$ cat config.mk
export PLATFORM = sky130hd
export DESIGN_NAME = config_word_decoder
export DESIGN_NICKNAME = d
export VERILOG_FILES = /design/src/config_word_pkg.sv /design/src/config_word_decoder.sv /design/src/startup_delay_timer.sv
export VERILOG_INCLUDE_DIRS = /design/src
export SDC_FILE = /design/constraint.sdc
export NUM_CORES = 1
export LEC_CHECK = 0
export BUFFER_PORTS_ARGS = -buffer_cell sky130_fd_sc_hd__buf_2
export CORE_MARGIN = 4
export CORE_UTILIZATION = 55
export DETAILED_ROUTE_END_ITERATION = 8
export PLACE_DENSITY = 0.86
export SYNTH_ARGS = -nofsm -noshare
export SYNTH_HDL_FRONTEND = slang
export SYNTH_SLANG_ARGS = --single-unit
$ cat constraint.sdc
create_clock -name pclk -period 2.16 [get_ports pclk]
set_input_delay 0.108 -clock pclk [delete_from_list [all_inputs] [get_ports pclk]]
set_output_delay 0.108 -clock pclk [all_outputs]
set_load 0.01 [all_outputs]
$ cat src/config_word_map.svh
`ifndef CONFIG_WORD_MAP_SVH
`define CONFIG_WORD_MAP_SVH

// ==========================================================
// Configuration word layout
`define CFG_W 12
`define CFG_OSC_LSB 0
`define CFG_OSC_MSB 2
`define CFG_WDT_BIT 3
`define CFG_PROG_BIT 4
`define CFG_MRST_BIT 5
`define CFG_SPEED_BIT 6
`define CFG_DATA_BIT 7

// ==========================================================
// Oscillator select codes
`define OSC_LP 3'h0
`define OSC_XT 3'h1
`define OSC_HS 3'h2
`define OSC_EC 3'h3
`define OSC_INTERNAL_RC_MODE_IO 3'h4
`define OSC_INTERNAL_RC_MODE_CLK 3'h5
`define OSC_EXTERNAL_RC_MODE_IO 3'h6
`define OSC_EXTERNAL_RC_MODE_CLK 3'h7

// ==========================================================
// APB register byte offsets
`define REG_CONFIG 12'h000
`define REG_STATUS 12'h004
`define REG_CTRL 12'h008
`define REG_WAKE_MASK 12'h00C
`define REG_WDT_COUNT 12'h010

// Control register bits (write only, self clearing)
`define CTRL_SLEEP_BIT 0
`define CTRL_WDT_CLR_BIT 1
`define CTRL_FLAG_CLR_BIT 2

// Status register bits
`define ST_IN_RESET_BIT 0
`define ST_SLEEP_BIT 1
`define ST_DRT_BUSY_BIT 2
`define ST_WDT_FLAG_BIT 3
`define ST_CAUSE_LSB 4
`define ST_CAUSE_MSB 5

// ==========================================================
// Timing
`define PCLK_KHZ 40000
`define DRT_LONG_US 18000
`define DRT_SHORT_US 1000
`define WDT_TICKS_DEF 576
`define SETTLE_CYC 2'h3

`endif

$ cat src/config_word_pkg.sv
`default_nettype none
`include "config_word_map.svh"

package config_word_pkg;

   // Oscillator modes, encoded as the select field
   typedef enum logic [2:0] {
      low_power_crystal_mode = `OSC_LP,
      standard_crystal_mode = `OSC_XT,
      high_speed_crystal_mode = `OSC_HS,
      external_clock_mode = `OSC_EC,
      internal_rc_mode = `OSC_INTERNAL_RC_MODE_IO,
      internal_rc_clkout_mode = `OSC_INTERNAL_RC_MODE_CLK,
      external_rc_mode = `OSC_EXTERNAL_RC_MODE_IO,
      external_rc_clkout_mode = `OSC_EXTERNAL_RC_MODE_CLK
   } osc_mode_t;

   // Start-up delay lengths
   typedef enum logic [1:0] {
      drt_none = 2'h0,
      drt_short = 2'h1,
      drt_long = 2'h2
   } drt_len_t;

   // Sequencer states, Gray along load-delay-run-sleep
   typedef enum logic [1:0] {
      st_load = 2'h0,
      st_delay = 2'h1,
      st_run = 2'h3,
      st_sleep = 2'h2
   } seq_state_t;

   // Cause of the most recent reset
   typedef enum logic [1:0] {
      cause_por = 2'h0,
      cause_pin = 2'h1,
      cause_wdt = 2'h2,
      cause_wake = 2'h3
   } reset_cause_t;

endpackage
`default_nettype wire

$ cat src/config_word_decoder.sv
// Function
// - Hold 12-bit nonvolatile configuration word
// - Only configuration bit disables watchdog
// - Bit 3 set enables watchdog
// - Watchdog ticks from own RC oscillator
// - Crystal modes always get 18 ms delay
// - RC modes: 1 ms, power-up only
// - Codes 000-010 crystal modes, 18 ms
// - Code 011 external clock, pin GPIO
// - Codes 100/101 internal RC, GPIO/clock out
// - Codes 110/111 external RC, GPIO/clock out
// - Bit 6 selects 8 or 4 MHz
// - Bit 5 enables reset pin, else tied
// - Bit 4 clear protects program memory
// - Bit 7 clear protects data flash
// - Sleep wakes on pin change or watchdog
`timescale 1ns/10ps
`default_nettype none
`include "config_word_map.svh"

module config_word_decoder
   import config_word_pkg::*;
#(
   parameter int WAKE_PINS = 6,
   parameter int WDT_CW = 16,
   parameter int WDT_TICKS = `WDT_TICKS_DEF,
   parameter int DRT_LONG_CYC = `DRT_LONG_US * (`PCLK_KHZ / 1000),
   parameter int DRT_SHORT_CYC = `DRT_SHORT_US * (`PCLK_KHZ / 1000)
)
(
   // Clock and reset
   input wire logic pclk,
   input wire logic presetn,
   // APB slave
   input wire logic psel,
   input wire logic penable,
   input wire logic pwrite,
   input wire logic [11:0] paddr,
   input wire logic [31:0] pwdata,
   output logic [31:0] prdata,
   output logic pready,
   output logic pslverr,
   // Nonvolatile configuration cells
   input wire logic [`CFG_W-1:0] nv_config_word,
   // Pins and core events
   input wire logic reset_pin_in,
   input wire logic [WAKE_PINS-1:0] wake_pin_in,
   input wire logic wdt_osc_in,
   input wire logic wdt_clear,
   // Core reset and power state
   output logic core_reset_n,
   output logic sleep_active,
   output logic wdt_timeout,
   // Decoded settings
   output osc_mode_t osc_mode,
   output logic clkout_enable,
   output logic osc2_is_port_b_bit_four,
   output logic int_osc_8mhz,
   output logic reset_pin_is_gpio,
   output logic watchdog_enabled,
   output logic program_protect_on,
   output logic data_flash_protect_on
);

   localparam int SYNC_W = WAKE_PINS + 2;
   localparam int RST_IDX = WAKE_PINS;
   localparam int OSC_IDX = WAKE_PINS + 1;

   // ==========================================================
   // Parameter check
   if (WAKE_PINS < 1 || WAKE_PINS > 24 || WDT_TICKS < 2
       || WDT_TICKS >= (1 << WDT_CW))
   begin : g_bad
      $error("config_word_decoder: unsupported parameter values");
   end

   // ==========================================================
   // Functions

   // Crystal modes need their oscillator settled on every reset
   function automatic logic is_crystal(input osc_mode_t m);
      return (m == low_power_crystal_mode) ||
             (m == standard_crystal_mode) ||
             (m == high_speed_crystal_mode);
   endfunction

   // Delay length for the mode and the kind of reset
   function automatic drt_len_t drt_for(input osc_mode_t m,
                                        input logic por);
      if (is_crystal(m))
         return drt_long;
      else if (por)
         return drt_short;
      else
         return drt_none;
   endfunction

   // ==========================================================
   // Declarations
   logic [`CFG_W-1:0] nv_s1_reg;
   logic [`CFG_W-1:0] nv_s2_reg;
   logic [`CFG_W-1:0] nv_s3_reg;
   logic [1:0] settle_reg;
   logic [`CFG_W-1:0] cfg_reg;
   logic [SYNC_W-1:0] pin_s1_reg;
   logic [SYNC_W-1:0] pin_s2_reg;
   logic [SYNC_W-1:0] pin_s3_reg;
   logic [SYNC_W-1:0] filt_reg;
   logic [SYNC_W-1:0] filt_prev_reg;
   seq_state_t state_reg;
   seq_state_t state_next;
   reset_cause_t cause_reg;
   reset_cause_t cause_next;
   logic [WDT_CW-1:0] wdt_cnt_reg;
   logic wdt_flag_reg;
   logic [WAKE_PINS-1:0] wake_mask_reg;
   logic pready_reg;
   logic pslverr_reg;
   logic [31:0] prdata_reg;
   logic core_reset_n_reg;
   logic sleep_reg;
   osc_mode_t osc_mode_reg;
   logic clkout_reg;
   logic gpio_osc2_reg;
   logic speed_reg;
   logic rst_gpio_reg;
   logic wdt_en_reg;
   logic prog_prot_reg;
   logic data_prot_reg;

   // ==========================================================
   // Configuration word capture
   // Cells are outside this clock domain, so three stages; the
   // word is taken only once stages two and three agree
   always_ff @(posedge pclk or negedge presetn)
   begin
      if (!presetn)
      begin
         nv_s1_reg <= '0;
         nv_s2_reg <= '0;
         nv_s3_reg <= '0;
         settle_reg <= '0;
      end
      else
      begin
         nv_s1_reg <= nv_config_word;
         nv_s2_reg <= nv_s1_reg;
         nv_s3_reg <= nv_s2_reg;
         if (settle_reg != `SETTLE_CYC)
            settle_reg <= settle_reg + 2'h1;
      end
   end

   // Word is frozen after load; it only changes across power-up
   wire cfg_stable = (settle_reg == `SETTLE_CYC) &&
                     (nv_s2_reg == nv_s3_reg);
   wire cfg_load = (state_reg == st_load) && cfg_stable;

   // Erased state until loaded, which is the unprotected setting
   always_ff @(posedge pclk or negedge presetn)
   begin
      if (!presetn)
         cfg_reg <= '1;
      else if (cfg_load)
         cfg_reg <= nv_s3_reg;
   end

   // ==========================================================
   // Field decode
   wire osc_mode_t osc_sel = osc_mode_t'(cfg_reg[`CFG_OSC_MSB:`CFG_OSC_LSB]);
   wire osc_mode_t load_sel =
      osc_mode_t'(nv_s3_reg[`CFG_OSC_MSB:`CFG_OSC_LSB]);
   wire dec_wdt_en = cfg_reg[`CFG_WDT_BIT];
   wire dec_mrst_en = cfg_reg[`CFG_MRST_BIT];
   // Codes 011,100,110 free the pin; 101,111 drive clock out
   wire dec_clkout = (osc_sel == internal_rc_clkout_mode) ||
                     (osc_sel == external_rc_clkout_mode);
   wire dec_gpio_osc2 = (osc_sel == external_clock_mode) ||
                        (osc_sel == internal_rc_mode) ||
                        (osc_sel == external_rc_mode);

   // ==========================================================
   // Pin synchronisers: wake pins, reset pin, watchdog oscillator
   // A level moves only when stages two and three agree
   always_ff @(posedge pclk or negedge presetn)
   begin
      if (!presetn)
      begin
         pin_s1_reg <= '1;
         pin_s2_reg <= '1;
         pin_s3_reg <= '1;
         filt_reg <= '1;
         filt_prev_reg <= '1;
      end
      else
      begin
         pin_s1_reg <= {wdt_osc_in, reset_pin_in, wake_pin_in};
         pin_s2_reg <= pin_s1_reg;
         pin_s3_reg <= pin_s2_reg;
         filt_reg <= (pin_s2_reg & pin_s3_reg) |
                     (filt_reg & (pin_s2_reg | pin_s3_reg));
         filt_prev_reg <= filt_reg;
      end
   end

   // When disabled, the internal reset is held inactive high
   wire mrst_active = dec_mrst_en && !filt_reg[RST_IDX];
   wire [WAKE_PINS-1:0] pin_change =
      (filt_reg[WAKE_PINS-1:0] ^ filt_prev_reg[WAKE_PINS-1:0]) &
      wake_mask_reg;
   // Watchdog time base is its own RC oscillator, not pclk
   wire wdt_tick = filt_reg[OSC_IDX] && !filt_prev_reg[OSC_IDX];

   // ==========================================================
   // Watchdog counter
   // There is no software disable: only the config bit stops it
   wire wdt_live = dec_wdt_en &&
                   ((state_reg == st_run) || (state_reg == st_sleep));
   wire wdt_fire = wdt_live && wdt_tick &&
                   (wdt_cnt_reg == WDT_CW'(WDT_TICKS - 1));

   // ==========================================================
   // APB decode
   wire apb_access = psel && penable && !pready_reg;
   wire apb_commit = psel && penable && pready_reg;
   wire apb_wr = apb_commit && pwrite;
   wire hit_config = (paddr == `REG_CONFIG);
   wire hit_status = (paddr == `REG_STATUS);
   wire hit_ctrl = (paddr == `REG_CTRL);
   wire hit_mask = (paddr == `REG_WAKE_MASK);
   wire hit_wdt = (paddr == `REG_WDT_COUNT);
   wire addr_hit = hit_config || hit_status || hit_ctrl ||
                   hit_mask || hit_wdt;
   wire ctrl_wr = apb_wr && hit_ctrl;
   wire sleep_req = ctrl_wr && pwdata[`CTRL_SLEEP_BIT];
   wire wdt_sw_clr = ctrl_wr && pwdata[`CTRL_WDT_CLR_BIT];
   wire flag_clr = ctrl_wr && pwdata[`CTRL_FLAG_CLR_BIT];

   // Watchdog restarts on clear, on time-out and outside run/sleep
   always_ff @(posedge pclk or negedge presetn)
   begin
      if (!presetn)
         wdt_cnt_reg <= '0;
      else if (!wdt_live || wdt_clear || wdt_sw_clr || wdt_fire)
         wdt_cnt_reg <= '0;
      else if (wdt_tick)
         wdt_cnt_reg <= wdt_cnt_reg + WDT_CW'(1);
   end

   // Sticky time-out flag; a new time-out wins over the clear
   always_ff @(posedge pclk or negedge presetn)
   begin
      if (!presetn)
         wdt_flag_reg <= 1'b0;
      else if (wdt_fire)
         wdt_flag_reg <= 1'b1;
      else if (flag_clr)
         wdt_flag_reg <= 1'b0;
   end

   // ==========================================================
   // Start-up delay timer
   wire drt_busy;
   logic drt_start;
   drt_len_t drt_len;

   startup_delay_timer #(
      .CNT_W(20),
      .LONG_CYC(DRT_LONG_CYC),
      .SHORT_CYC(DRT_SHORT_CYC)
   ) u_drt (
      .pclk(pclk),
      .presetn(presetn),
      .start(drt_start),
      .len(drt_len),
      .busy(drt_busy)
   );

   // ==========================================================
   // Reset and sleep sequencer
   // Every reset other than power-up uses the non-POR length, so
   // RC modes restart at once while crystal modes wait again
   always_comb
   begin
      state_next = state_reg;
      cause_next = cause_reg;
      drt_start = 1'b0;
      drt_len = drt_for(osc_sel, 1'b0);
      case (state_reg)
         st_load:
         begin
            if (cfg_stable)
            begin
               drt_start = 1'b1;
               drt_len = drt_for(load_sel, 1'b1);
               state_next = st_delay;
            end
         end
         st_delay:
         begin
            // Pin held low keeps reloading the delay
            if (mrst_active)
            begin
               drt_start = 1'b1;
               cause_next = cause_pin;
            end
            else if (!drt_busy)
               state_next = st_run;
         end
         st_run:
         begin
            if (mrst_active || wdt_fire)
            begin
               drt_start = 1'b1;
               cause_next = mrst_active ? cause_pin : cause_wdt;
               state_next = st_delay;
            end
            else if (sleep_req)
               state_next = st_sleep;
         end
         st_sleep:
         begin
            if (mrst_active || wdt_fire || (pin_change != '0))
            begin
               drt_start = 1'b1;
               cause_next = mrst_active ? cause_pin :
                            (wdt_fire ? cause_wdt : cause_wake);
               state_next = st_delay;
            end
         end
         default:
            state_next = st_load;
      endcase
   end

   always_ff @(posedge pclk or negedge presetn)
   begin
      if (!presetn)
      begin
         state_reg <= st_load;
         cause_reg <= cause_por;
      end
      else
      begin
         state_reg <= state_next;
         cause_reg <= cause_next;
      end
   end

   // ==========================================================
   // Software registers
   always_ff @(posedge pclk or negedge presetn)
   begin
      if (!presetn)
         wake_mask_reg <= '0;
      else if (apb_wr && hit_mask)
         wake_mask_reg <= pwdata[WAKE_PINS-1:0];
   end

   // Read mux; reserved bits read as zero
   wire [31:0] status_word = 32'({cause_reg, wdt_flag_reg, drt_busy,
                                  sleep_reg, !core_reset_n_reg});
   wire [31:0] rd_mux = hit_config ? 32'(cfg_reg) :
                        hit_status ? status_word :
                        hit_mask ? 32'(wake_mask_reg) :
                        hit_wdt ? 32'(wdt_cnt_reg) :
                        32'h0000_0000;

   // One wait state: pready is a flop, so reads come registered
   always_ff @(posedge pclk or negedge presetn)
   begin
      if (!presetn)
      begin
         pready_reg <= 1'b0;
         pslverr_reg <= 1'b0;
         prdata_reg <= 32'h0000_0000;
      end
      else
      begin
         pready_reg <= apb_access;
         pslverr_reg <= apb_access && !addr_hit;
         if (apb_access)
            prdata_reg <= pwrite ? 32'h0000_0000 : rd_mux;
      end
   end

   // ==========================================================
   // Registered outputs
   always_ff @(posedge pclk or negedge presetn)
   begin
      if (!presetn)
      begin
         core_reset_n_reg <= 1'b0;
         sleep_reg <= 1'b0;
         osc_mode_reg <= external_rc_clkout_mode;
         clkout_reg <= 1'b0;
         gpio_osc2_reg <= 1'b0;
         speed_reg <= 1'b1;
         rst_gpio_reg <= 1'b0;
         wdt_en_reg <= 1'b1;
         prog_prot_reg <= 1'b0;
         data_prot_reg <= 1'b0;
      end
      else
      begin
         core_reset_n_reg <= (state_next == st_run);
         sleep_reg <= (state_next == st_sleep);
         osc_mode_reg <= osc_sel;
         clkout_reg <= dec_clkout;
         gpio_osc2_reg <= dec_gpio_osc2;
         speed_reg <= cfg_reg[`CFG_SPEED_BIT];
         rst_gpio_reg <= !dec_mrst_en;
         wdt_en_reg <= dec_wdt_en;
         prog_prot_reg <= !cfg_reg[`CFG_PROG_BIT];
         data_prot_reg <= !cfg_reg[`CFG_DATA_BIT];
      end
   end

   assign prdata = prdata_reg;
   assign pready = pready_reg;
   assign pslverr = pslverr_reg;
   assign core_reset_n = core_reset_n_reg;
   assign sleep_active = sleep_reg;
   assign wdt_timeout = wdt_flag_reg;
   assign osc_mode = osc_mode_reg;
   assign clkout_enable = clkout_reg;
   assign osc2_is_port_b_bit_four = gpio_osc2_reg;
   assign int_osc_8mhz = speed_reg;
   assign reset_pin_is_gpio = rst_gpio_reg;
   assign watchdog_enabled = wdt_en_reg;
   assign program_protect_on = prog_prot_reg;
   assign data_flash_protect_on = data_prot_reg;

endmodule
`default_nettype wire

$ cat src/startup_delay_timer.sv
`timescale 1ns/10ps
`default_nettype none
`include "config_word_map.svh"

module startup_delay_timer
   import config_word_pkg::*;
#(
   parameter int CNT_W = 20,
   parameter int LONG_CYC = 720000,
   parameter int SHORT_CYC = 40000
)
(
   // Clock and reset
   input wire logic pclk,
   input wire logic presetn,
   // Control
   input wire logic start,
   input wire drt_len_t len,
   // Status
   output logic busy
);

   logic [CNT_W-1:0] cnt_reg;
   logic busy_reg;
   logic [CNT_W-1:0] load_val;

   // ==========================================================
   // Parameter check
   if (LONG_CYC < 1 || SHORT_CYC < 1 || LONG_CYC >= (1 << CNT_W)
       || SHORT_CYC >= (1 << CNT_W))
   begin : g_bad
      $error("startup_delay_timer: count does not fit counter");
   end

   // Load value; a count of N keeps busy high for N cycles
   assign load_val = (len == drt_long) ? CNT_W'(LONG_CYC - 1) :
                     CNT_W'(SHORT_CYC - 1);

   // ==========================================================
   // Down counter; a restart reloads, so a held start holds busy unless len is drt_none
   always_ff @(posedge pclk or negedge presetn)
   begin
      if (!presetn)
      begin
         cnt_reg <= '0;
         busy_reg <= 1'b0;
      end
      else if (start)
      begin
         cnt_reg <= load_val;
         busy_reg <= (len != drt_none);
      end
      else if (cnt_reg != '0)
         cnt_reg <= cnt_reg - CNT_W'(1);
      else
         busy_reg <= 1'b0;
   end

   assign busy = busy_reg;

endmodule
`default_nettype wire

==> results of run 1 <==
-- layout make-up --
type,instances,area (µm²),share of cell area
sequential,167,4250,0.522
multi-input combinational,343,2300,0.283
timing repair buffer,115,792,0.0972
clock buffer,19,433,0.0531
tap,147,184,0.0226
clock inverter,13,150,0.0184
inverter,9,33.8,0.00415
-- cell usage in the layout (no fill, tap or decap), types with 9 or more instances in the layout --
cell type / count
sky130_fd_sc_hd__dlygate4sd3_1: 28
sky130_fd_sc_hd__xor2_1: 25
sky130_fd_sc_hd__a21oi_1: 17
sky130_fd_sc_hd__xnor2_1: 22
sky130_fd_sc_hd__nand2_1: 40
sky130_fd_sc_hd__buf_2: 73
sky130_fd_sc_hd__clkbuf_16: 17
sky130_fd_sc_hd__o21ai_0: 24
sky130_fd_sc_hd__a22oi_1: 11
sky130_fd_sc_hd__conb_1: 16
sky130_fd_sc_hd__inv_1: 9
sky130_fd_sc_hd__mux2_2: 20
sky130_fd_sc_hd__dfstp_2: 56
sky130_fd_sc_hd__nor2_1: 32
sky130_fd_sc_hd__nand4_1: 10
sky130_fd_sc_hd__buf_4: 10
sky130_fd_sc_hd__dfrtp_1: 111
sky130_fd_sc_hd__nand3_1: 16
-- cells in the mapped netlist, drive strengths merged (2+ instances only) --
| cell type | instances | area, µm² |
|---|---|---|
| a21o | 2 | 15.0 |
| a21oi | 17 | 85.1 |
| a221oi | 5 | 43.8 |
| a22oi | 11 | 82.6 |
| a31oi | 2 | 12.5 |
| and2 | 8 | 50.1 |
| and3 | 7 | 43.8 |
| and4 | 3 | 28.8 |
| buf | 25 | 191 |
| clkbuf | 11 | 41.3 |
| dfrtp | 111 | 2780 |
| dfstp | 56 | 1470 |
| ha | 4 | 50.1 |
| inv | 9 | 33.8 |
| maj3 | 8 | 80.1 |
| mux2 | 20 | 225 |
| mux2i | 8 | 80.1 |
| nand2 | 40 | 150 |
| nand2b | 6 | 37.5 |
| nand3 | 17 | 85.1 |
| nand4 | 10 | 62.6 |
| nand4b | 3 | 26.3 |
| nor2 | 33 | 126 |
| nor3 | 7 | 40.0 |
| nor4 | 11 | 105 |
| nor4b | 2 | 17.5 |
| o2111ai | 2 | 17.5 |
| o211ai | 4 | 30.0 |
| o21ai | 24 | 120 |
| o31a | 4 | 35.0 |
| or2 | 5 | 31.3 |
| or3 | 3 | 18.8 |
| or4 | 3 | 26.3 |
| xnor2 | 22 | 193 |
| xor2 | 25 | 219 |
-- cell families after synthesis --
kind of cell | count (synthesis) | synth area share
DFF | 167 | 0.629
and+or+nand+nor | 164 | 0.133
AOI/OAI and AO/OA | 76 | 0.0723
xor gates and xnor gates | 47 | 0.0610
buffers and inverters | 45 | 0.0395
muxes | 28 | 0.0452
adders and majority gates | 12 | 0.0193
other | 1 | 0.000555
-- worst max-delay path by stage --
stage / from / endpoint / slack (ns) / cells past startpoint
after floorplan: filt_prev_reg[7] / u_drt.cnt_reg[13] / 0.26 / 8
after global placement: filt_reg[7] / wdt_cnt_reg[7] / 0.16 / 5
after detailed placement: filt_reg[7] / wdt_cnt_reg[10] / 0.05 / 5
after CTS: filt_reg[7] / wdt_cnt_reg[10] / 0.04 / 5
after global routing: u_drt.cnt_reg[6] / u_drt.cnt_reg[13] / 0.03 / 5
final: wdt_cnt_reg[3] / u_drt.cnt_reg[17] / 0.15 / 6
-- where the power goes --
group	leakage (nW)	switching [mW]	internal, mW
clock	0.284	1.26	1.72
sequential	2.01	0.0606	3.27
combinational	1.43	0.162	0.131
total	3.72	1.48	5.12
-- routing by layer --
metal  up-vias  track usage  part of all wire
li1       2089            -                 -
met1      2297        0.267              0.41
met2       160        0.348              0.51
met3        30       0.0589             0.052
met4         0       0.0768             0.023
met5         -            0                 0
-- critical path, stage by stage, from the launching register on --
cell                      delay, ns
sky130_fd_sc_hd__dfrtp_1       0.43
sky130_fd_sc_hd__and3_1        0.24
sky130_fd_sc_hd__and4_4        0.21
sky130_fd_sc_hd__and4_1        0.27
sky130_fd_sc_hd__nor4_4        0.36
sky130_fd_sc_hd__buf_12        0.20
sky130_fd_sc_hd__mux2i_1       0.21
-- through the flow --
stage / instances / worst slack (ns)
after global placement: 753 / 0.160
after detailed placement: 753 / 0.0485
after floorplan: 555 / 0.257
after CTS: 813 / 0.0436
final: 813 / 0.151
after global routing: 813 / 0.0306
-- what timing repair did --
item,CTS,global route
setup endpoints to repair,0,25
resized for setup,0,3
hold buffers,28,0
endpoints found under the hold margin,73,0
==> impl_metrics.py, run 1 <==
metrics = {
    "sta": {
        "timing.fmax_mhz": 498,
        "final_layout_setup_total_negative_slack_ns": 0,
        "period_share": 0.930,
        "period_needed_ns": 2.01,
        "timing.hold.ws_ns": 0.0786,
        "timing_max_transition_violations_final": 0,
        "grt_setup_unrepaired": "false",
        "number_of_hold_slack_violations_in_the_final_timing_report": 0,
        "worstMarginPinSlew_ns": 0.551,
        "final_setup_violating_endpoints": 0,
        "timing.slew.headroom": 0.628,
        "fin_skew_ns": 0.00713,
    },
    "floorplan": {
        "initial_utilization": 0.562,
        "rows": 40,
        "fp.dieArea_um2": 14100,
        "die_w_um": 119,
        "ios": 117,
        "fp.coreArea_um2": 12000,
        "die_y_um": 119,
    },
    "power_and_ir_drop": {
        "static-leakage-power_nw": 3.72,
        "finalPower_mw": 6.60,
        "power_per_cell_area_nw_per_um2": 810,
        "max-vdd-ir-drop_mv": 0.745,
    },
    "critical_path": {
        "endpoint_kind": "register",
        "worstPathArrival_ns": 2.36,
        "reg2reg_setup_slack_ns": 0.15,
        "highest_fanout_seen_on_the_critical_path": 21,
        "r2r.worst_path.cells": 6,
        "worstSetupPathType": "reg -> reg",
        "worst_r2r_startpoint": "wdt_cnt_reg[3]",
        "crit-reg2reg-capture": "u_drt.cnt_reg[17]",
        "critical_path.startpoint_type": "register",
        "required_ns": 2.51,
    },
    "min_path": {
        "hold-path-cell-count": 3,
        "hold_path.class": "in -> reg",
        "hold_path_end": "pslverr",
        "holdCritStartpoint": "paddr[2]",
    },
    "yosys": {
        "synthesized_instance_count": 540,
        "ys_dominant_reg_cell": "sky130_fd_sc_hd__dfrtp_1",
        "synth_edf_count": 0,
        "synth.avg_cell_area_um2": 12.5,
        "synth_async_sr_flop_share": 1.00,
        "postSynthRegisterBits": 167,
        "syn_area_um2": 6750,
        "synth.yosys.warnings": 0,
        "yosysSeqAreaShare": 0.629,
        "yosysUniqueCellTypes": 56,
    },
    "global_route": {
        "overflow": 0,
        "global_route_wire_length_before_repair_mm": 23.5,
        "antenna_violations_before_repair": 0,
        "first_global_vias": 4730,
        "grt_max_degree": 67,
        "global_route.usage.total": 0.211,
    },
    "drt": {
        "detail_route.first_pass.iterations": 4,
        "drc": 0,
        "post_drt_wl_per_cell_um": 17.3,
        "drt-vias-per-instance": 5.63,
        "ant_nets": 0,
        "drtIter0Drc": 290,
        "vias": 4576,
        "routed_wl_mm": 14.1,
    },
    "place": {
        "routabilityCongestion": 0.906,
        "placement.cell_area_um2": 7270,
        "post-dp-hpwl_mm": 9.31,
        "place.port_buffers": 74,
    },
    "finish": {
        "final_layout_size_suffix_gt1_frac": 0.312,
        "nFillCells": 805,
        "layout.nets": 727,
        "largest_register_ffs": 20,
        "fin_area_um2": 8150,
        "layout.core_utilization": 0.678,
        "layout-area-overhead-vs-synth_pct": 20.7,
        "antennaDiodeCount": 0,
    },
    "cts": {
        "clk_root_buffer_cell": "sky130_fd_sc_hd__clkbuf_16",
        "cts_inserted_buffers": 17,
        "tritoncts": "done",
        "tritoncts_num_sinks": 167,
        "post-cts-setup-buffer-count": 0,
        "clkSlewWorstSetupHoldPaths_ns": 0.06,
        "htreeDepth": 4,
        "clock_insertion_delay_worst_skew_ns": 0.43,
        "clk_path_buf_depth": 2,
    },
    "outcome": {
        "status": "finished, final reports clean",
    },
    "job": {
        "cap_violations": 0,
    },
}
No activity file was read; power rests on OpenSTA's default activity.
==> run 2, diff against run 1 <==
--- a/config.mk
+++ b/config.mk
@@ -7,6 +7,7 @@
 export NUM_CORES = 1
 export LEC_CHECK = 0
 export BUFFER_PORTS_ARGS = -buffer_cell sky130_fd_sc_hd__buf_2
+export CORE_ASPECT_RATIO = 1.75
 export CORE_MARGIN = 4
 export CORE_UTILIZATION = 55
 export DETAILED_ROUTE_END_ITERATION = 8
==> run 2 against run 1 <==
  * Cell area up 0.97%
  * Non-clock buffer count up 7
  * First-iteration DRC count down 24%
  * Clock skew down 0.00065 ns
  * Critical endpoint unchanged
  * Largest cell class unchanged
==> impl_metrics.py, run 2 (synthesized netlist as in run 1, its figures left out) <==
metrics = {
    "sta": {
        "grt_setup_unrepaired": "false",
        "number_of_hold_slack_violations_in_the_final_timing_report": 0,
        "fin_skew_ns": 0.00648,
        "worstMarginPinSlew_ns": 0.517,
        "timing.slew.headroom": 0.655,
        "setup_slack_ns": 0.0982,
        "period_share": 0.955,
        "timing_max_transition_violations_final": 0,
        "period_needed_ns": 2.06,
        "timing.fmax_mhz": 485,
        "final_setup_violating_endpoints": 0,
        "final_layout_setup_total_negative_slack_ns": 0,
    },
    "finish": {
        "antennaDiodeCount": 0,
        "ff_latch_area_um2": 4250,
        "final_common_cell": "sky130_fd_sc_hd__dfrtp_1",
        "fin_area_um2": 8230,
        "multiInputGateArea_um2": 2300,
        "largest_register_ffs": 20,
        "final_layout_size_suffix_gt1_frac": 0.322,
        "most_frequent_cells_in_the_layout": "sky130_fd_sc_hd__dfrtp_1 (111), sky130_fd_sc_hd__buf_2 (73), sky130_fd_sc_hd__dfstp_2 (56)",
        "layout.nets": 734,
        "nFillCells": 791,
        "layout-area-overhead-vs-synth_pct": 21.8,
    },
    "cts": {
        "htreeDepth": 4,
        "post-cts-setup-buffer-count": 0,
        "clk_path_buf_depth": 2,
        "clk_root_buffer_cell": "sky130_fd_sc_hd__clkbuf_16",
        "tritoncts_num_sinks": 167,
        "clock_insertion_delay_worst_skew_ns": 0.42,
        "tritoncts": "done",
        "cts_inserted_buffers": 17,
        "clkSlewWorstSetupHoldPaths_ns": 0.07,
    },
    "critical_path": {
        "critical_path.startpoint_type": "register",
        "worstSetupPathType": "reg -> reg",
        "timing.critical_path.slowest_stage_cell": "sky130_fd_sc_hd__or4_4",
        "worst_r2r_startpoint": "u_drt.cnt_reg[13]",
        "worstPathArrival_ns": 2.36,
        "critPathLaunch": "u_drt.cnt_reg[13]",
        "reg2reg_setup_slack_ns": 0.1,
        "highest_fanout_seen_on_the_critical_path": 5,
        "required_ns": 2.46,
        "r2r.worst_path.cells": 5,
        "critical-path-max-stage-delay_ns": 0.54,
        "crit_chain": "or4_4 -> or3_1 -> o31a_1 -> o21ai_0 -> mux2i_1",
        "endpoint_kind": "register",
        "destination_of_the_critical_timing_path": "u_drt.cnt_reg[17]",
        "crit-reg2reg-capture": "u_drt.cnt_reg[17]",
    },
    "place": {
        "place.port_buffers": 74,
        "place_worst_setup_slack_ns": 0.127,
        "placement.cell_area_um2": 7360,
        "routabilityCongestion": 0.888,
        "post-dp-hpwl_mm": 9.87,
    },
    "drt": {
        "routed_wl_mm": 14.7,
        "drtIter0Drc": 219,
        "post_drt_wl_per_cell_um": 17.5,
        "drc": 0,
        "drt-vias-per-instance": 5.59,
        "ant_nets": 0,
        "detail_route.first_pass.iterations": 4,
        "vias": 4681,
    },
    "global_route": {
        "global_route.usage.total": 0.221,
        "overflow": 0,
        "first_global_vias": 5047,
        "antenna_violations_before_repair": 0,
        "grt_max_degree": 56,
        "global_route_wire_length_before_repair_mm": 24.7,
    },
    "power_and_ir_drop": {
        "finalPower_mw": 6.53,
        "static-leakage-power_nw": 3.76,
        "power_per_cell_area_nw_per_um2": 794,
        "max-vdd-ir-drop_mv": 0.536,
    },
    "floorplan": {
        "die_y_um": 155,
        "fp.coreArea_um2": 12000,
        "initial_utilization": 0.562,
        "rows": 53,
        "die_w_um": 91.8,
        "fp.dieArea_um2": 14200,
        "ios": 117,
    },
    "job": {
        "cap_violations": 0,
    },
    "outcome": {
        "status": "finished, final reports clean",
    },
    "min_path": {
        "hold_path.class": "in -> reg",
    },
}
-- run 2: cell count changes in the layout (fill, tap and decap cells not counted), sizes merged --
cell	change
clkinv	-2
bufinv	-2
clkbuf	-2
inv	+6
buf	+7
-- run 2: where the power goes --
part / switching, mW / total, mW / internal (mW)
combinational: 0.169 / 0.305 / 0.136
clock: 1.36 / 2.90 / 1.54
sequential: 0.0617 / 3.33 / 3.27
total: 1.59 / 6.53 / 4.94
-- run 2: final cells by class --
cell class | instances | share of cell area
Sequential cell | 167 | 0.517
Clock buffer | 17 | 0.0517
Inverter | 9 | 0.00411
Tap cell | 165 | 0.0251
Multi-Input combinational cell | 343 | 0.280
Clock inverter | 15 | 0.0181
Timing Repair Buffer | 122 | 0.104
-- run 2: critical path, delay by kind of cell, from the launching register on --
family	cells	cell delay, ns
flops	1	0.44
simple gates	2	0.91
compound gates	2	0.49
mux	1	0.10
-- run 2: worst min-delay path by stage --
stage / from / depth (start not counted) / endpoint
after floorplan: presetn / 0 / cause_reg[0]
after detailed placement: presetn / 1 / prdata[11]
after global routing: pwrite / 3 / prdata[14]
after CTS: paddr[2] / 3 / pslverr
final: paddr[2] / 3 / pslverr
after global placement: presetn / 1 / prdata[10]
-- run 2: per-layer routing --
metal	up-vias	global-route usage	wire length (µm)
li1	2101	-	-
met1	2346	0.236	5300
met2	184	0.395	8040
met3	50	0.0472	686
met4	0	0.130	639
met5	-	0	0
-- run 2: what timing repair did --
action	4_1_cts	5_1_grt
resized for setup	0	4
hold buffers	28	0
setup endpoints to repair	0	7
hold endpoints to repair	66	0
-- run 2: metrics by stage --
| step | utilization | hold slack (ns) | instances |
|---|---|---|---|
| floorplan | - | -0.188 | 555 |
| global placement | 0.613 | 0.0877 | 778 |
| detailed placement | 0.613 | 0.103 | 778 |
| CTS | 0.684 | 0.0947 | 838 |
| global route | 0.685 | 0.118 | 838 |
| finish | 0.685 | 0.0971 | 838 |
==> run 3, diff against run 2 <==
--- a/config.mk
+++ b/config.mk
@@ -7,9 +7,10 @@
 export NUM_CORES = 1
 export LEC_CHECK = 0
 export BUFFER_PORTS_ARGS = -buffer_cell sky130_fd_sc_hd__buf_2
-export CORE_ASPECT_RATIO = 1.75
+export CORE_ASPECT_RATIO = 0.9
 export CORE_MARGIN = 4
 export CORE_UTILIZATION = 55
+export CTS_BUF_LIST = sky130_fd_sc_hd__clkbuf_8
 export DETAILED_ROUTE_END_ITERATION = 8
 export PLACE_DENSITY = 0.86
 export SYNTH_ARGS = -nofsm -noshare
==> run 3 against run 2 <==
  * Cell area is 2.9% lower
  * Sequential power about the same
  * Register-to-register slack better by 0.03 ns
  * Total power is 12% lower
  * Core utilization decreased by 2.1 points
  * Cell count decreased by 0.84%
  * Setup slack better by 0.034 ns
  * Global-route usage down 1.1 points
  * Sequential share of layout area increased by 1.5 points
  * Critical path type unchanged
==> impl_metrics.py, run 3 (synthesized netlist as in run 1, its figures left out) <==
metrics = {
    "critical_path": {
        "crit_chain": "ha_1 -> and4_4 -> and4_1 -> nor4_4 -> buf_12 -> mux2i_1",
        "endpoint_kind": "register",
        "timing.critical_path.slowest_stage_cell": "sky130_fd_sc_hd__dfrtp_1",
        "required_ns": 2.53,
        "highest_fanout_seen_on_the_critical_path": 21,
        "critical_path.n_buffers_inverters": 1,
        "worstPathArrival_ns": 2.40,
        "critical_path.startpoint_type": "register",
        "reg2reg_setup_slack_ns": 0.13,
        "critical-path-max-stage-delay_ns": 0.44,
        "worstSetupPathType": "reg -> reg",
        "critPathTopFamily": "simple AND/OR/NAND/NOR gates",
    },
    "place": {
        "routabilityCongestion": 0.873,
        "place_worst_setup_slack_ns": 0.140,
        "post-dp-hpwl_mm": 9.73,
        "place.port_buffers": 74,
    },
    "floorplan": {
        "die_w_um": 125,
        "rows": 38,
        "initial_utilization": 0.561,
        "fp.dieArea_um2": 14100,
        "ios": 117,
        "fp.coreArea_um2": 12000,
        "die_y_um": 113,
    },
    "power_and_ir_drop": {
        "max-vdd-ir-drop_mv": 0.535,
        "power.internal_mw": 4.38,
        "power_frac_seq": 0.578,
        "power.switching_fraction": 0.238,
        "static-leakage-power_nw": 3.65,
        "power_per_cell_area_nw_per_um2": 720,
        "power.share.clock": 0.371,
        "switchingPower_mw": 1.37,
        "share_comb_of_total_power": 0.051,
    },
    "finish": {
        "layout.nets": 732,
        "final_common_cell": "sky130_fd_sc_hd__dfrtp_1",
        "most_frequent_cells_in_the_layout": "sky130_fd_sc_hd__dfrtp_1 (111), sky130_fd_sc_hd__buf_2 (73), sky130_fd_sc_hd__dfstp_2 (56)",
        "final_layout_size_suffix_gt1_frac": 0.316,
        "largest_register_ffs": 20,
        "layout-area-overhead-vs-synth_pct": 18.3,
        "antennaDiodeCount": 0,
    },
    "global_route": {
        "global_route_wire_length_before_repair_mm": 23.5,
        "antenna_violations_before_repair": 0,
        "grt_max_degree": 61,
        "overflow": 0,
        "first_global_vias": 4751,
        "global_route.usage.total": 0.209,
    },
    "cts": {
        "clock_insertion_delay_worst_skew_ns": 0.46,
        "post-cts-setup-buffer-count": 0,
        "cts_inserted_buffers": 17,
        "clkSlewWorstSetupHoldPaths_ns": 0.09,
        "tritoncts_num_sinks": 167,
        "htreeDepth": 4,
        "clk_path_buf_depth": 2,
        "clk_root_buffer_cell": "sky130_fd_sc_hd__clkbuf_8",
        "tritoncts": "done",
    },
    "drt": {
        "vias": 4551,
        "drc": 0,
        "drtIter0Drc": 325,
        "post_drt_wl_per_cell_um": 16.6,
        "drt-vias-per-instance": 5.48,
        "ant_nets": 0,
        "routed_wl_mm": 13.8,
        "detail_route.first_pass.iterations": 4,
    },
    "min_path": {
        "hold_path.class": "in -> reg",
    },
    "sta": {
        "fin_skew_ns": 0.0129,
        "timing_max_transition_violations_final": 0,
        "setup_slack_ns": 0.132,
        "number_of_hold_slack_violations_in_the_final_timing_report": 0,
        "timing.slew.headroom": 0.646,
        "final_setup_violating_endpoints": 0,
        "worstMarginPinSlew_ns": 0.532,
        "period_needed_ns": 2.03,
        "grt_setup_unrepaired": "false",
        "final_layout_setup_total_negative_slack_ns": 0,
        "period_share": 0.939,
        "timing.fmax_mhz": 493,
    },
    "outcome": {
        "status": "finished, final reports clean",
    },
    "job": {
        "cap_violations": 0,
    },
}
run 3: cell count changes in the layout (fill, tap and decap cells not counted), sizes merged:
| cell | previous run | this run |
|---|---|---|
| buf | 94 | 92 |
| bufinv | 0 | 1 |
| clkbuf | 17 | 19 |
| clkinv | 4 | 3 |
| clkinvlp | 1 | 3 |
| inv | 19 | 15 |
run 3: per-stage QoR:
step | utilization | hold WS [ns] | cell area (µm²) | cells | total power, mW
floorplan | - | -0.188 | 6810 | 555 | 3.50
global placement | 0.609 | 0.106 | 7320 | 771 | 3.62
detailed placement | 0.609 | 0.111 | 7320 | 771 | 3.64
CTS | 0.664 | 0.0328 | 7990 | 831 | 5.79
global route | 0.664 | 0.0559 | 7990 | 831 | 6.00
finish | 0.664 | 0.0653 | 7990 | 831 | 5.75
run 3: path summary, 6_finish.rpt:
kind | endpoint | cells after the start | startpoint
worst max register to register | u_drt.cnt_reg[13] | 6 | wdt_cnt_reg[0]
worst max-delay path | u_drt.cnt_reg[13] | 6 | wdt_cnt_reg[0]
min in group asynchronous | nv_s1_reg[1] | 2 | presetn
max in group asynchronous | pin_s2_reg[2] | 3 | presetn
worst min register to register | nv_s2_reg[2] | 0 | nv_s1_reg[2]
worst min-delay path | pslverr | 3 | paddr[2]
run 3: layout make-up:
| class | instances | area, µm² |
|---|---|---|
| Sequential cell | 167 | 4250 |
| Fill cell | 840 | 4040 |
| Multi-Input combinational cell | 343 | 2290 |
| Timing Repair Buffer | 120 | 830 |
| Clock buffer | 19 | 262 |
| Tap cell | 160 | 200 |
| Clock inverter | 13 | 121 |
| Inverter | 9 | 33.8 |
run 3: what timing repair did:
action	in CTS	in global routing
resized for setup	0	1
hold buffers	28	0
endpoints found under the hold margin	83	0
setup endpoints to repair	0	16
run 3: per-layer routing:
metal | GRT usage | routed length [µm] | part of all wire
met1 | 0.271 | 5800 | 0.42
met2 | 0.345 | 6900 | 0.50
met3 | 0.0543 | 768 | 0.056
met4 | 0.0789 | 347 | 0.025
met5 | 0 | 0 | 0
run 3: worst register-to-register path, stage by stage (launching register included):
cell and delay [ns]:
sky130_fd_sc_hd__dfrtp_1 0.44, sky130_fd_sc_hd__ha_1 0.30, sky130_fd_sc_hd__and4_4 0.19, sky130_fd_sc_hd__and4_1 0.25
sky130_fd_sc_hd__nor4_4 0.36, sky130_fd_sc_hd__buf_12 0.21, sky130_fd_sc_hd__mux2i_1 0.21
run 3: power by group through the flow:
| stage | Combinational (mW) | Clock, mW | Sequential, mW |
|---|---|---|---|
| after floorplan | 0.127 | 0 | 3.37 |
| after global placement | 0.248 | 0 | 3.37 |
| after global routing | 0.328 | 2.33 | 3.34 |
| after CTS | 0.296 | 2.17 | 3.33 |
| after detailed placement | 0.256 | 0 | 3.38 |
| final | 0.295 | 2.13 | 3.32 |
